`src/ramp_pkg.sv`:
```
/*
 * Shared constants and types for the trapezoidal ramp pulse generator.
 * Assumes a single 40 MHz system clock and AHB-Lite register access.
 */
package ramp_pkg;

	// ----------------------------------------------------------------
	// Timing
	// ----------------------------------------------------------------
	localparam int unsigned CLK_HZ = 40_000_000;
	localparam int unsigned STEP_TIME_MS = 10;
	localparam int unsigned MS_PER_S = 1000;
	localparam int unsigned CYC_PER_MS = CLK_HZ / MS_PER_S;
	localparam int unsigned STEP_CYCLES = CYC_PER_MS * STEP_TIME_MS;
	localparam logic [15:0] STEPS_PER_S = 16'(MS_PER_S / STEP_TIME_MS);

	// ----------------------------------------------------------------
	// Register indices (byte address is four times the index)
	// ----------------------------------------------------------------
	localparam logic [3:0] IDX_RANGE = 4'h0;
	localparam logic [3:0] IDX_STEADY = 4'h1;
	localparam logic [3:0] IDX_INIT = 4'h2;
	localparam logic [3:0] IDX_RATE = 4'h3;
	localparam logic [3:0] IDX_DMODE = 4'h4;
	localparam logic [3:0] IDX_DSEL = 4'h5;
	localparam logic [3:0] IDX_PRE_HI = 4'h6;
	localparam logic [3:0] IDX_PRE_LO = 4'h7;
	localparam logic [3:0] IDX_CNT_HI = 4'h8;
	localparam logic [3:0] IDX_CNT_LO = 4'h9;
	localparam logic [3:0] IDX_ERR = 4'hA;
	localparam logic [3:0] IDX_STATUS = 4'hB;
	localparam logic [15:0] PARAM_RST = 16'h0000;

	// ----------------------------------------------------------------
	// Parameter limits and scales
	// ----------------------------------------------------------------
	localparam logic [15:0] PCT_MAX = 16'h0064;
	localparam logic [15:0] X5_MAX = 16'h0014;
	localparam logic [15:0] HZ_MIN = 16'h000A;
	localparam logic [15:0] HZ_MAX = 16'h4E20;
	localparam logic [15:0] TIME_MIN = 16'h000A;
	localparam logic [15:0] TIME_MAX = 16'h2710;
	localparam logic [15:0] TIME_GRAIN = 16'h000A;
	localparam logic [31:0] PRESET_MAX = 32'h05F5E100;
	localparam logic [15:0] SCALE_R0 = 16'h000A;
	localparam logic [15:0] SCALE_R1 = 16'h0064;
	localparam logic [15:0] SCALE_R2 = 16'h03E8;

	// ----------------------------------------------------------------
	// Error codes
	// ----------------------------------------------------------------
	localparam logic [15:0] ERR_NONE = 16'h0000;
	localparam logic [15:0] ERR_RANGE = 16'h0001;
	localparam logic [15:0] ERR_INIT = 16'h0002;
	localparam logic [15:0] ERR_PRESET = 16'h0003;
	localparam logic [15:0] ERR_STEADY = 16'h0004;
	localparam logic [15:0] ERR_RATE = 16'h0005;
	localparam logic [15:0] ERR_DMODE = 16'h0006;
	localparam logic [15:0] ERR_DSEL = 16'h0007;
	localparam logic [15:0] ERR_RAMP_LEN = 16'h0008;
	localparam logic [15:0] ERR_INIT_HIGH = 16'h0009;
	localparam logic [15:0] ERR_RATE_HIGH = 16'h000A;

	typedef enum logic [1:0] {
		ST_IDLE = 2'b00,
		ST_CALC = 2'b01,
		ST_RUN = 2'b10
	} run_state_t;

	typedef enum logic [1:0] {
		PH_ACC = 2'b00,
		PH_STEADY = 2'b01,
		PH_DEC = 2'b10
	} ramp_phase_t;

	typedef struct packed {
		logic [15:0] range_sel;
		logic [15:0] steady_freq;
		logic [15:0] init_freq;
		logic [15:0] change_rate;
		logic [15:0] dir_mode;
		logic [15:0] dir_sel;
		logic [15:0] preset_hi;
		logic [15:0] preset_lo;
	} params_t;

	typedef struct packed {
		logic active;
		logic done;
		logic ramping;
		logic overflow;
	} flags_t;

endpackage

```
`src/trapezoid_ramp_pulse_gen.sv`:
```
/*
 * Trapezoidal ramp pulse generator with an AHB-Lite register slave.
 * Assumes start_in is asynchronous to hclk and that hclk is the only clock.
 */
// Summary of operation
// Ranges 0 and 1: init_freq 1 to 100 percent of range maximum.
// Range 2: init_freq 1 to 20, each unit five percent of maximum.
// Range 3: init_freq is hertz directly, 10 to 20000.
// Ranges 0 to 2: change_rate is a step per 10 ms.
// Range 3: change_rate is total ramp time, 10 to 10000 ms by tens.
// Acceleration and deceleration use the same rate or time.
// Mode 0: pulses on output a only, output b left free.
// Mode 1: pulses on a, b is direction level from dir_sel.
// Mode 2: forward pulses on a, reverse pulses on b.
// dir_mode changes after first start ignored until reset.
// dir_sel used only in modes 1 and 2; 0 forward, 1 reverse.
// Preset is preset_hi and preset_lo, valid 1 to 100000000.
// Running count shown in count_hi and count_lo, refreshed each cycle.
// Start validates parameters and writes err_code, zero meaning none.
// Codes 1 range, 2 initial, 4 steady, 5 rate or time.
// Code 3 for bad preset or zero ramp pulses in ranges 0 to 2.
// Code 6 for bad dir_mode, code 7 for bad dir_sel.
// Code 8 when ramp pulses exceed the preset total.
// Code 9 initial above steady; code 10 rate above their difference.
// flag_active high while generating; cleared by start drop or completion.
// flag_done set at completion or stop; cleared by next start.
// flag_ramping high while frequency changes, low at steady or idle.
// flag_overflow when exceeding preset, count held; cleared at start.
// Other parameter changes during generation apply at next start.
// Start drop stops pulses at once; next start begins at initial frequency.
// Deceleration starts when remaining pulses equal acceleration pulses.
module trapezoid_ramp_pulse_gen
	import ramp_pkg::*;
#(
	parameter int unsigned PHASE_MOD = CLK_HZ,
	parameter int unsigned STEP_CYC = STEP_CYCLES,
	parameter int unsigned MS_CYC = CYC_PER_MS
) (
	input wire logic hclk,
	input wire logic hresetn,
	input wire logic hsel,
	input wire logic [31:0] haddr,
	input wire logic [1:0] htrans,
	input wire logic hwrite,
	input wire logic [2:0] hsize,
	input wire logic [31:0] hwdata,
	input wire logic hready,
	output logic [31:0] hrdata,
	output logic hreadyout,
	output logic hresp,
	input wire logic start_in,
	output logic pulse_out_a,
	output logic pulse_out_b,
	output logic flag_active,
	output logic flag_done,
	output logic flag_ramping,
	output logic flag_overflow
);

	// ----------------------------------------------------------------
	// State
	// ----------------------------------------------------------------
	typedef struct packed {
		params_t regs;
		params_t run;
		logic [1:0] dm_eff;
		logic dm_locked;
		logic [2:0] sync;
		logic start_lvl;
		run_state_t st;
		ramp_phase_t ph;
		logic [15:0] freq;
		logic [15:0] f_init;
		logic [15:0] f_steady;
		logic [15:0] f_step;
		logic [15:0] calc_f;
		logic [15:0] pend;
		logic [31:0] preset;
		logic [31:0] count;
		logic [31:0] accel_pulses;
		logic [31:0] ramp_sum;
		logic [31:0] phase_acc;
		logic [31:0] tick_cnt;
		logic lvl;
		logic [15:0] err;
		flags_t fl;
		logic out_a;
		logic out_b;
		logic a_ok;
		logic a_wr;
		logic [3:0] a_idx;
		logic [31:0] rdata;
		logic ready;
	} state_t;

	state_t r;
	state_t n;

	function automatic logic [15:0] to_hz(input logic [15:0] rs, input logic [15:0] v);
		logic [31:0] p;
		case (rs[1:0])
			2'd0: p = 32'(v) * 32'(SCALE_R0);
			2'd1: p = 32'(v) * 32'(SCALE_R1);
			2'd2: p = 32'(v) * 32'(SCALE_R2);
			default: p = 32'(v);
		endcase
		return p[15:0];
	endfunction

	function automatic logic val_ok(input logic [15:0] rs, input logic [15:0] v);
		if (rs == 16'h0003) begin
			return v >= HZ_MIN && v <= HZ_MAX;
		end
		return v != 16'h0000 && v <= ((rs == 16'h0002) ? X5_MAX : PCT_MAX);
	endfunction

	function automatic logic [15:0] check_params(input params_t p, input logic [15:0] dm);
		logic [31:0] pre;
		logic [15:0] ih;
		logic [15:0] sh;
		logic [15:0] rh;
		logic rate_ok;
		pre = {p.preset_hi, p.preset_lo};
		ih = to_hz(p.range_sel, p.init_freq);
		sh = to_hz(p.range_sel, p.steady_freq);
		rh = to_hz(p.range_sel, p.change_rate);
		if (p.range_sel == 16'h0003) begin
			rate_ok = p.change_rate >= TIME_MIN && p.change_rate <= TIME_MAX
				&& (p.change_rate % TIME_GRAIN) == 16'h0000;
		end else begin
			rate_ok = val_ok(p.range_sel, p.change_rate);
		end
		if (p.range_sel > 16'h0003) return ERR_RANGE;
		if (!val_ok(p.range_sel, p.init_freq)) return ERR_INIT;
		if (!val_ok(p.range_sel, p.steady_freq)) return ERR_STEADY;
		if (!rate_ok) return ERR_RATE;
		if (dm > 16'h0002) return ERR_DMODE;
		if ((dm == 16'h0001 || dm == 16'h0002) && p.dir_sel > 16'h0001) return ERR_DSEL;
		if (pre == 32'h0 || pre > PRESET_MAX) return ERR_PRESET;
		if (ih > sh) return ERR_INIT_HIGH;
		if (p.range_sel != 16'h0003 && rh > sh - ih) return ERR_RATE_HIGH;
		return ERR_NONE;
	endfunction

	// ----------------------------------------------------------------
	// Next-state logic
	// ----------------------------------------------------------------
	logic start_rise;
	logic addr_ph;
	logic [15:0] dm_chk;
	logic [15:0] err_now;
	logic [47:0] need;
	logic [47:0] have;
	logic [31:0] psum;
	logic [31:0] tick_max;
	logic tick;
	logic [16:0] fwide;
	logic [31:0] rd_mux;

	always_comb begin
		n = r;
		n.sync = {r.sync[1:0], start_in};
		if (r.sync[1] == r.sync[2]) begin
			n.start_lvl = r.sync[2];
		end
		start_rise = (r.sync[1] == r.sync[2]) && r.sync[2] && !r.start_lvl;
		dm_chk = r.dm_locked ? 16'(r.dm_eff) : r.regs.dir_mode;
		err_now = check_params(r.regs, dm_chk);
		need = 48'(17'(r.regs.init_freq) + 17'(r.regs.steady_freq)) * 48'(r.regs.change_rate);
		have = 48'({r.regs.preset_hi, r.regs.preset_lo}) * 48'(MS_PER_S);
		tick_max = (r.run.range_sel == 16'h0003) ? MS_CYC - 1 : STEP_CYC - 1;
		tick = r.tick_cnt >= tick_max;
		psum = r.phase_acc + 32'({r.freq, 1'b0});
		fwide = 17'h0;

		// Bus slave: read data is captured in the address phase, writes land in the data phase.
		addr_ph = hsel && htrans[1] && hready;
		case (haddr[5:2])
			IDX_RANGE: rd_mux = 32'(r.regs.range_sel);
			IDX_STEADY: rd_mux = 32'(r.regs.steady_freq);
			IDX_INIT: rd_mux = 32'(r.regs.init_freq);
			IDX_RATE: rd_mux = 32'(r.regs.change_rate);
			IDX_DMODE: rd_mux = 32'(r.regs.dir_mode);
			IDX_DSEL: rd_mux = 32'(r.regs.dir_sel);
			IDX_PRE_HI: rd_mux = 32'(r.regs.preset_hi);
			IDX_PRE_LO: rd_mux = 32'(r.regs.preset_lo);
			IDX_CNT_HI: rd_mux = 32'(r.count[31:16]);
			IDX_CNT_LO: rd_mux = 32'(r.count[15:0]);
			IDX_ERR: rd_mux = 32'(r.err);
			IDX_STATUS: rd_mux = 32'({r.fl.overflow, r.fl.ramping, r.fl.done, r.fl.active});
			default: rd_mux = 32'h0;
		endcase
		if (haddr[31:6] != 26'h0) begin
			rd_mux = 32'h0;
		end
		n.a_ok = addr_ph && haddr[31:6] == 26'h0;
		n.a_wr = hwrite;
		n.a_idx = haddr[5:2];
		if (addr_ph && !hwrite) begin
			n.rdata = rd_mux;
		end
		if (r.a_ok && r.a_wr) begin
			case (r.a_idx)
				IDX_RANGE: n.regs.range_sel = hwdata[15:0];
				IDX_STEADY: n.regs.steady_freq = hwdata[15:0];
				IDX_INIT: n.regs.init_freq = hwdata[15:0];
				IDX_RATE: n.regs.change_rate = hwdata[15:0];
				IDX_DMODE: n.regs.dir_mode = hwdata[15:0];
				IDX_DSEL: n.regs.dir_sel = hwdata[15:0];
				IDX_PRE_HI: n.regs.preset_hi = hwdata[15:0];
				IDX_PRE_LO: n.regs.preset_lo = hwdata[15:0];
				default: n.regs = r.regs;
			endcase
		end

		// Run control.
		case (r.st)
			ST_IDLE: begin
				if (start_rise) begin
					n.fl.done = 1'b0;
					n.fl.overflow = 1'b0;
					n.run = r.regs;
					n.err = err_now;
					if (!r.dm_locked) begin
						n.dm_locked = 1'b1;
						n.dm_eff = r.regs.dir_mode[1:0];
					end
					n.f_init = to_hz(r.regs.range_sel, r.regs.init_freq);
					n.f_steady = to_hz(r.regs.range_sel, r.regs.steady_freq);
					n.f_step = to_hz(r.regs.range_sel, r.regs.change_rate);
					n.preset = {r.regs.preset_hi, r.regs.preset_lo};
					n.calc_f = n.f_init;
					n.ramp_sum = 32'h0;
					if (err_now == ERR_NONE) begin
						if (r.regs.range_sel != 16'h0003) begin
							n.st = ST_CALC;
						end else if (need > have) begin
							n.err = ERR_RAMP_LEN;
						end else begin
							n.st = ST_RUN;
						end
					end
				end
			end
			ST_CALC: begin
				// Walks the up ramp once to count its pulses; the down ramp mirrors it.
				if (!r.start_lvl) begin
					n.st = ST_IDLE;
				end else if (r.calc_f >= r.f_steady) begin
					if (r.ramp_sum == 32'h0) begin
						n.err = ERR_PRESET;
						n.st = ST_IDLE;
					end else if ({r.ramp_sum[30:0], 1'b0} > r.preset) begin
						n.err = ERR_RAMP_LEN;
						n.st = ST_IDLE;
					end else begin
						n.st = ST_RUN;
					end
				end else begin
					n.ramp_sum = r.ramp_sum + 32'(r.calc_f / STEPS_PER_S);
					fwide = 17'(r.calc_f) + 17'(r.f_step);
					n.calc_f = (fwide > 17'(r.f_steady)) ? r.f_steady : fwide[15:0];
				end
			end
			ST_RUN: begin
				if (!r.start_lvl) begin
					n.st = ST_IDLE;
					n.fl.active = 1'b0;
					n.fl.done = 1'b1;
					n.lvl = 1'b0;
				end else begin
					n.tick_cnt = tick ? 32'h0 : r.tick_cnt + 32'h1;
					if (psum >= PHASE_MOD) begin
						n.phase_acc = psum - PHASE_MOD;
						n.lvl = !r.lvl;
						if (!r.lvl) begin
							if (r.count >= r.preset) begin
								n.fl.overflow = 1'b1;
							end else begin
								n.count = r.count + 32'h1;
								if (r.ph == PH_ACC) begin
									n.accel_pulses = r.accel_pulses + 32'h1;
								end
							end
						end else if (r.count >= r.preset) begin
							n.st = ST_IDLE;
							n.fl.active = 1'b0;
							n.fl.done = 1'b1;
						end
					end else begin
						n.phase_acc = psum;
					end
					if (r.ph != PH_DEC && r.preset - r.count <= r.accel_pulses) begin
						n.ph = PH_DEC;
						n.pend = 16'h0;
					end else if (r.ph == PH_ACC) begin
						if (r.run.range_sel != 16'h0003) begin
							if (tick) begin
								fwide = 17'(r.freq) + 17'(r.f_step);
								n.freq = (fwide >= 17'(r.f_steady)) ? r.f_steady : fwide[15:0];
							end
						end else if (tick) begin
							n.pend = r.pend + (r.f_steady - r.f_init);
						end else if (r.pend >= r.run.change_rate) begin
							n.pend = r.pend - r.run.change_rate;
							n.freq = (r.freq < r.f_steady) ? r.freq + 16'h1 : r.f_steady;
						end
						if (n.freq >= r.f_steady) begin
							n.ph = PH_STEADY;
						end
					end else if (r.ph == PH_DEC) begin
						if (r.run.range_sel != 16'h0003) begin
							if (tick) begin
								fwide = 17'(r.f_init) + 17'(r.f_step);
								n.freq = (17'(r.freq) > fwide) ? r.freq - r.f_step : r.f_init;
							end
						end else if (tick) begin
							n.pend = r.pend + (r.f_steady - r.f_init);
						end else if (r.pend >= r.run.change_rate) begin
							n.pend = r.pend - r.run.change_rate;
							n.freq = (r.freq > r.f_init) ? r.freq - 16'h1 : r.f_init;
						end
					end
				end
			end
			default: n.st = ST_IDLE;
		endcase
		if (n.st == ST_RUN && r.st != ST_RUN) begin
			// Every run starts from the initial frequency with a fresh count.
			n.freq = n.f_init;
			n.ph = PH_ACC;
			n.count = 32'h0;
			n.accel_pulses = 32'h0;
			n.phase_acc = 32'h0;
			n.tick_cnt = 32'h0;
			n.pend = 16'h0;
			n.lvl = 1'b0;
			n.fl.active = 1'b1;
		end
		n.fl.ramping = n.fl.active && n.ph != PH_STEADY;

		// Output steering; in mode 0 output b stays low for other use.
		case (n.dm_eff)
			2'd1: begin
				n.out_a = n.lvl && n.fl.active;
				n.out_b = n.dm_locked && n.run.dir_sel[0];
			end
			2'd2: begin
				n.out_a = n.lvl && n.fl.active && !n.run.dir_sel[0];
				n.out_b = n.lvl && n.fl.active && n.run.dir_sel[0];
			end
			default: begin
				n.out_a = n.lvl && n.fl.active;
				n.out_b = 1'b0;
			end
		endcase
	end

	always_ff @(posedge hclk or negedge hresetn) begin
		if (!hresetn) begin
			r <= '0;
			r.ready <= 1'b1;
		end else begin
			r <= n;
		end
	end

	assign hrdata = r.rdata;
	assign hreadyout = r.ready;
	assign hresp = 1'b0;
	assign pulse_out_a = r.out_a;
	assign pulse_out_b = r.out_b;
	assign flag_active = r.fl.active;
	assign flag_done = r.fl.done;
	assign flag_ramping = r.fl.ramping;
	assign flag_overflow = r.fl.overflow;

	// ----------------------------------------------------------------
	// Checks
	// ----------------------------------------------------------------
	a_range_error: assert property (@(posedge hclk) disable iff (!hresetn)
		(r.st == ST_IDLE && start_rise && r.regs.range_sel > 16'h0003) |=> r.err == ERR_RANGE)
		else $error("Bad range selector not reported.");
	a_count_capped: assert property (@(posedge hclk) disable iff (!hresetn)
		r.fl.active |-> r.count <= r.preset)
		else $error("Running count passed the preset.");
	a_ramp_idle_low: assert property (@(posedge hclk) disable iff (!hresetn)
		!r.fl.active |-> !r.fl.ramping)
		else $error("Ramping flag set while idle.");
	a_dual_exclusive: assert property (@(posedge hclk) disable iff (!hresetn)
		r.dm_eff == 2'd2 |-> !(pulse_out_a && pulse_out_b))
		else $error("Both pulse outputs high in dual mode.");
	a_stop_on_drop: assert property (@(posedge hclk) disable iff (!hresetn)
		(r.st == ST_RUN && !r.start_lvl) |=> (!flag_active && flag_done && !pulse_out_a) [*2])
		else $error("Start drop did not stop generation.");
	a_freq_bounds: assert property (@(posedge hclk) disable iff (!hresetn)
		r.st == ST_RUN |-> (r.freq >= r.f_init && r.freq <= r.f_steady))
		else $error("Frequency left the initial to steady span.");
	a_done_cleared: assert property (@(posedge hclk) disable iff (!hresetn)
		(r.st == ST_IDLE && start_rise) |=> !flag_done && !flag_overflow)
		else $error("Start did not clear completion flags.");
	a_mode_frozen: assert property (@(posedge hclk) disable iff (!hresetn)
		(r.dm_locked && $past(r.dm_locked)) |-> $stable(r.dm_eff))
		else $error("Output mode changed after lock.");
	a_mode0_b_low: assert property (@(posedge hclk) disable iff (!hresetn)
		(r.dm_eff == 2'd0) |-> !pulse_out_b)
		else $error("Output b driven in single mode.");

endmodule

```
`config.mk`:
```
export PLATFORM = sky130hd
export DESIGN_NAME = trapezoid_ramp_pulse_gen
export DESIGN_NICKNAME = d
export VERILOG_FILES = /design/src/ramp_pkg.sv /design/src/trapezoid_ramp_pulse_gen.sv
export SDC_FILE = /design/constraint.sdc
export NUM_CORES = 2
export LEC_CHECK = 0
export BUFFER_PORTS_ARGS = -buffer_cell sky130_fd_sc_hd__buf_4
export CAP_MARGIN = 30
export CORE_MARGIN = 2
export CORE_UTILIZATION = 55
export DETAILED_ROUTE_END_ITERATION = 12
export PLACE_DENSITY = 0.71
export REMOVE_ABC_BUFFERS = 1
export SLEW_MARGIN = 20
export SYNTH_ARGS = -nofsm -noshare
export SYNTH_HDL_FRONTEND = slang
export SYNTH_SLANG_ARGS = --single-unit
```
`constraint.sdc`:
```
create_clock -name hclk -period 23.2 [get_ports hclk]
set_clock_uncertainty 0.2 [all_clocks]
set_input_delay 1.16 -clock hclk [delete_from_list [all_inputs] [get_ports hclk]]
set_output_delay 1.16 -clock hclk [all_outputs]
set_load 0.02 [all_outputs]
```
==> metrics.txt <==
hold buffer count at CTS 0; CTS tree built; Num CTS Buffers 57; vias in the first global route 55.41k; vias per cell 6.173; Final Cycle Share 66.11%; number of enable flip-flop cells after synthesis 0; WL/cell 21.51 µm; CP required 23.52 ns; port bufs 74; ANT nets after route 0; CP peak stage delay 0.95 ns; Crit. End Element flip-flop; main area contributors after synthesis dfrtp_1 19%, ha_1 17%, fa_1 14%; synthesized area per cell 8.654 µm²; Crit Reg-Reg Startpoint r[586]$_DFFE_PN0P_; worst reg2reg path depth 64; Post-synth top flop dfrtp_1; final WL 194.9 mm; nets@finish 8905; clk slew on worst S/H paths 0.06 ns; register area share after synthesis 18.87%; die area 0.1214 mm²; std cell rows 126; class of the worst hold path reg2reg; RSZ-0062 raised after global routing false; core area 0.1179 mm²; Highest Clock Rate 65.20 MHz; result of the run completed; gp weighted congestion 1.007; share of Yosys cell area claimed by the top area cell type 18.87%; clock root cell clkbuf_16; Vias 55.95k; share of post-route cells with drive strength above 1 6.592%; synthesis-to-finish area growth 6.482%; H-Tree Level Count 2; Die W 348.5 µm; Crit Path Max Fanout 47; first-pass GRT wire length 310.5 mm; synth cell count leaders 944 x inv_1, 893 x ha_1, 643 x nand2_1; synth warn 0; Max-slew headroom 30.36%; initial core utilization 55.34%; I/O pin total 115; post-cts sizing count 0; Place WS 8.137 ns; final worst slack 7.863 ns; critical path's slowest cell dfrtp_1; Pins Over Slew Limit 0; Starting DRT DRC Count 4754; Cell Area, Synth 0.06526 mm²; drt pass-1 iters 7; DR DRC count 0; ys async rst share 100.0%; Overflow after GRT 0; Final setup viols 0; CP arrival 15.66 ns; crit path kind reg2reg; number of synthesized register bits 492; overall routing resource usage 32.26%; Tmin final 15.34 ns; Die Y 348.5 µm; clock sink count 492; DP HPWL 148.3 mm; hold path cells 0; setup repair bufs after CTS 0; Slew @ Worst Pin 1.039 ns; deepest clock path buffer count 3; Clock Latency Late Sink 0.68 ns; kind of start point of the critical path flip-flop; most numerous cell on the critical path a21oi_1; Hold Crit Start n[356]$_DFF_PN0_; Mapped Cells 7541; r2r endpoint r[345]$_DFFE_PN0P_; filler cell count 10.49k; largest net degree at the start of global routing 161; top-count cell post-synth inv_1; Sum Neg Setup Slack 0 ns; worst reg2reg setup slack 7.86 ns; Final Hold Viols 0; max-cap violation count 0; Netlist cell types 119; initial antenna violation count 6; hold endpoint n[357]$_DFF_PN0_; Synth area leader dfrtp_1
state kept, by name, indices dropped and copies added, names as in the netlist:
signal,count
flag_active,1
flag_ramping,1
flag_overflow,1
hrdata,16
pulse_out_a,1
flag_done,1
n,2
r,468
pulse_out_b,1
cells in the final DEF, fill, tap and decap left out, drive strengths merged, types with 123 or more instances in the layout:
master and n:
nor2 446, nand2 644, dfrtp 492, buf 175, fa 459, a21oi 493, ha 893, nand3 138
inv 948, xnor2 371, o21bai 123, o21ai 476, a21o 124
worst max-delay path: cells and delay by family, from the launching register on:
| kind | cells | cell delay, ns |
|---|---|---|
| simple gates | 10 | 1.41 |
| fa+ha+maj | 9 | 4.04 |
| buf+inv | 10 | 1.65 |
| compound gates | 33 | 6.55 |
| xor+xnor | 2 | 0.28 |
| flops | 1 | 0.95 |
area by class of cell:
class	instances	area (µm²)	area share (%)
multi-input combinational	5804	48200	69.36
sequential	492	12320	17.72
inverter	947	3555	5.115
tap	1536	1922	2.766
clock buffer	74	1600	2.303
timing repair buffer	176	1404	2.020
clock inverter	31	491.7	0.7076
antenna	3	7.507	0.01080
layer usage:
layer / wire length [µm] / share of wire, % / GRT usage (%)
met5: 27 / 0.014 / 0
met4: 9609 / 4.9 / 14.11
met3: 15370 / 7.9 / 4.642
met2: 88670 / 45 / 52.10
met1: 81250 / 42 / 43.18
through the flow:
stage          hold slack (ns)  cell area [µm²]  instances  util [%]
2_1_floorplan           0.1312            63940       7243         -
3_3_place_gp            0.1363            67220       8941     57.00
3_5_place_dp            0.1379            67270       8948     57.05
4_1_cts                 0.1523            69360       9053     58.82
5_1_grt                 0.1713            69490       9060     58.92
6_report                0.1522            69490       9063     58.93
worst max path at each step:
stage	end	cells past startpoint	slack, ns	from
2_1_floorplan	r[105]$_DFFE_PN0P_	56	9.68	r[569]$_DFFE_PN0P_
3_5_place_dp	r[343]$_DFFE_PN0P_	63	8.14	r[586]$_DFFE_PN0P_
5_1_grt	r[347]$_DFFE_PN0P_	64	6.77	r[586]$_DFFE_PN0P_
3_3_place_gp	r[336]$_DFFE_PN0P_	63	8.35	r[586]$_DFFE_PN0P_
4_1_cts	r[336]$_DFFE_PN0P_	63	8.08	r[586]$_DFFE_PN0P_
6_report	r[345]$_DFFE_PN0P_	64	7.86	r[586]$_DFFE_PN0P_
cell families after synthesis:
| kind of cell | count (synthesis) | share of synthesized area, % |
|---|---|---|
| xor gates and xnor gates | 484 | 6.518 |
| other | 2 | 0.01151 |
| buffers and inverters | 1261 | 7.569 |
| adders and majority gates | 1360 | 31.32 |
| and+or+nand+nor | 1955 | 14.42 |
| DFF | 492 | 18.87 |
| AOI/OAI and AO/OA | 1797 | 17.81 |
| muxes | 190 | 3.482 |
Power is left out: the tool's default activity adds up to more than one toggle a clock period on the data nets, which glitch-free logic cannot reach.
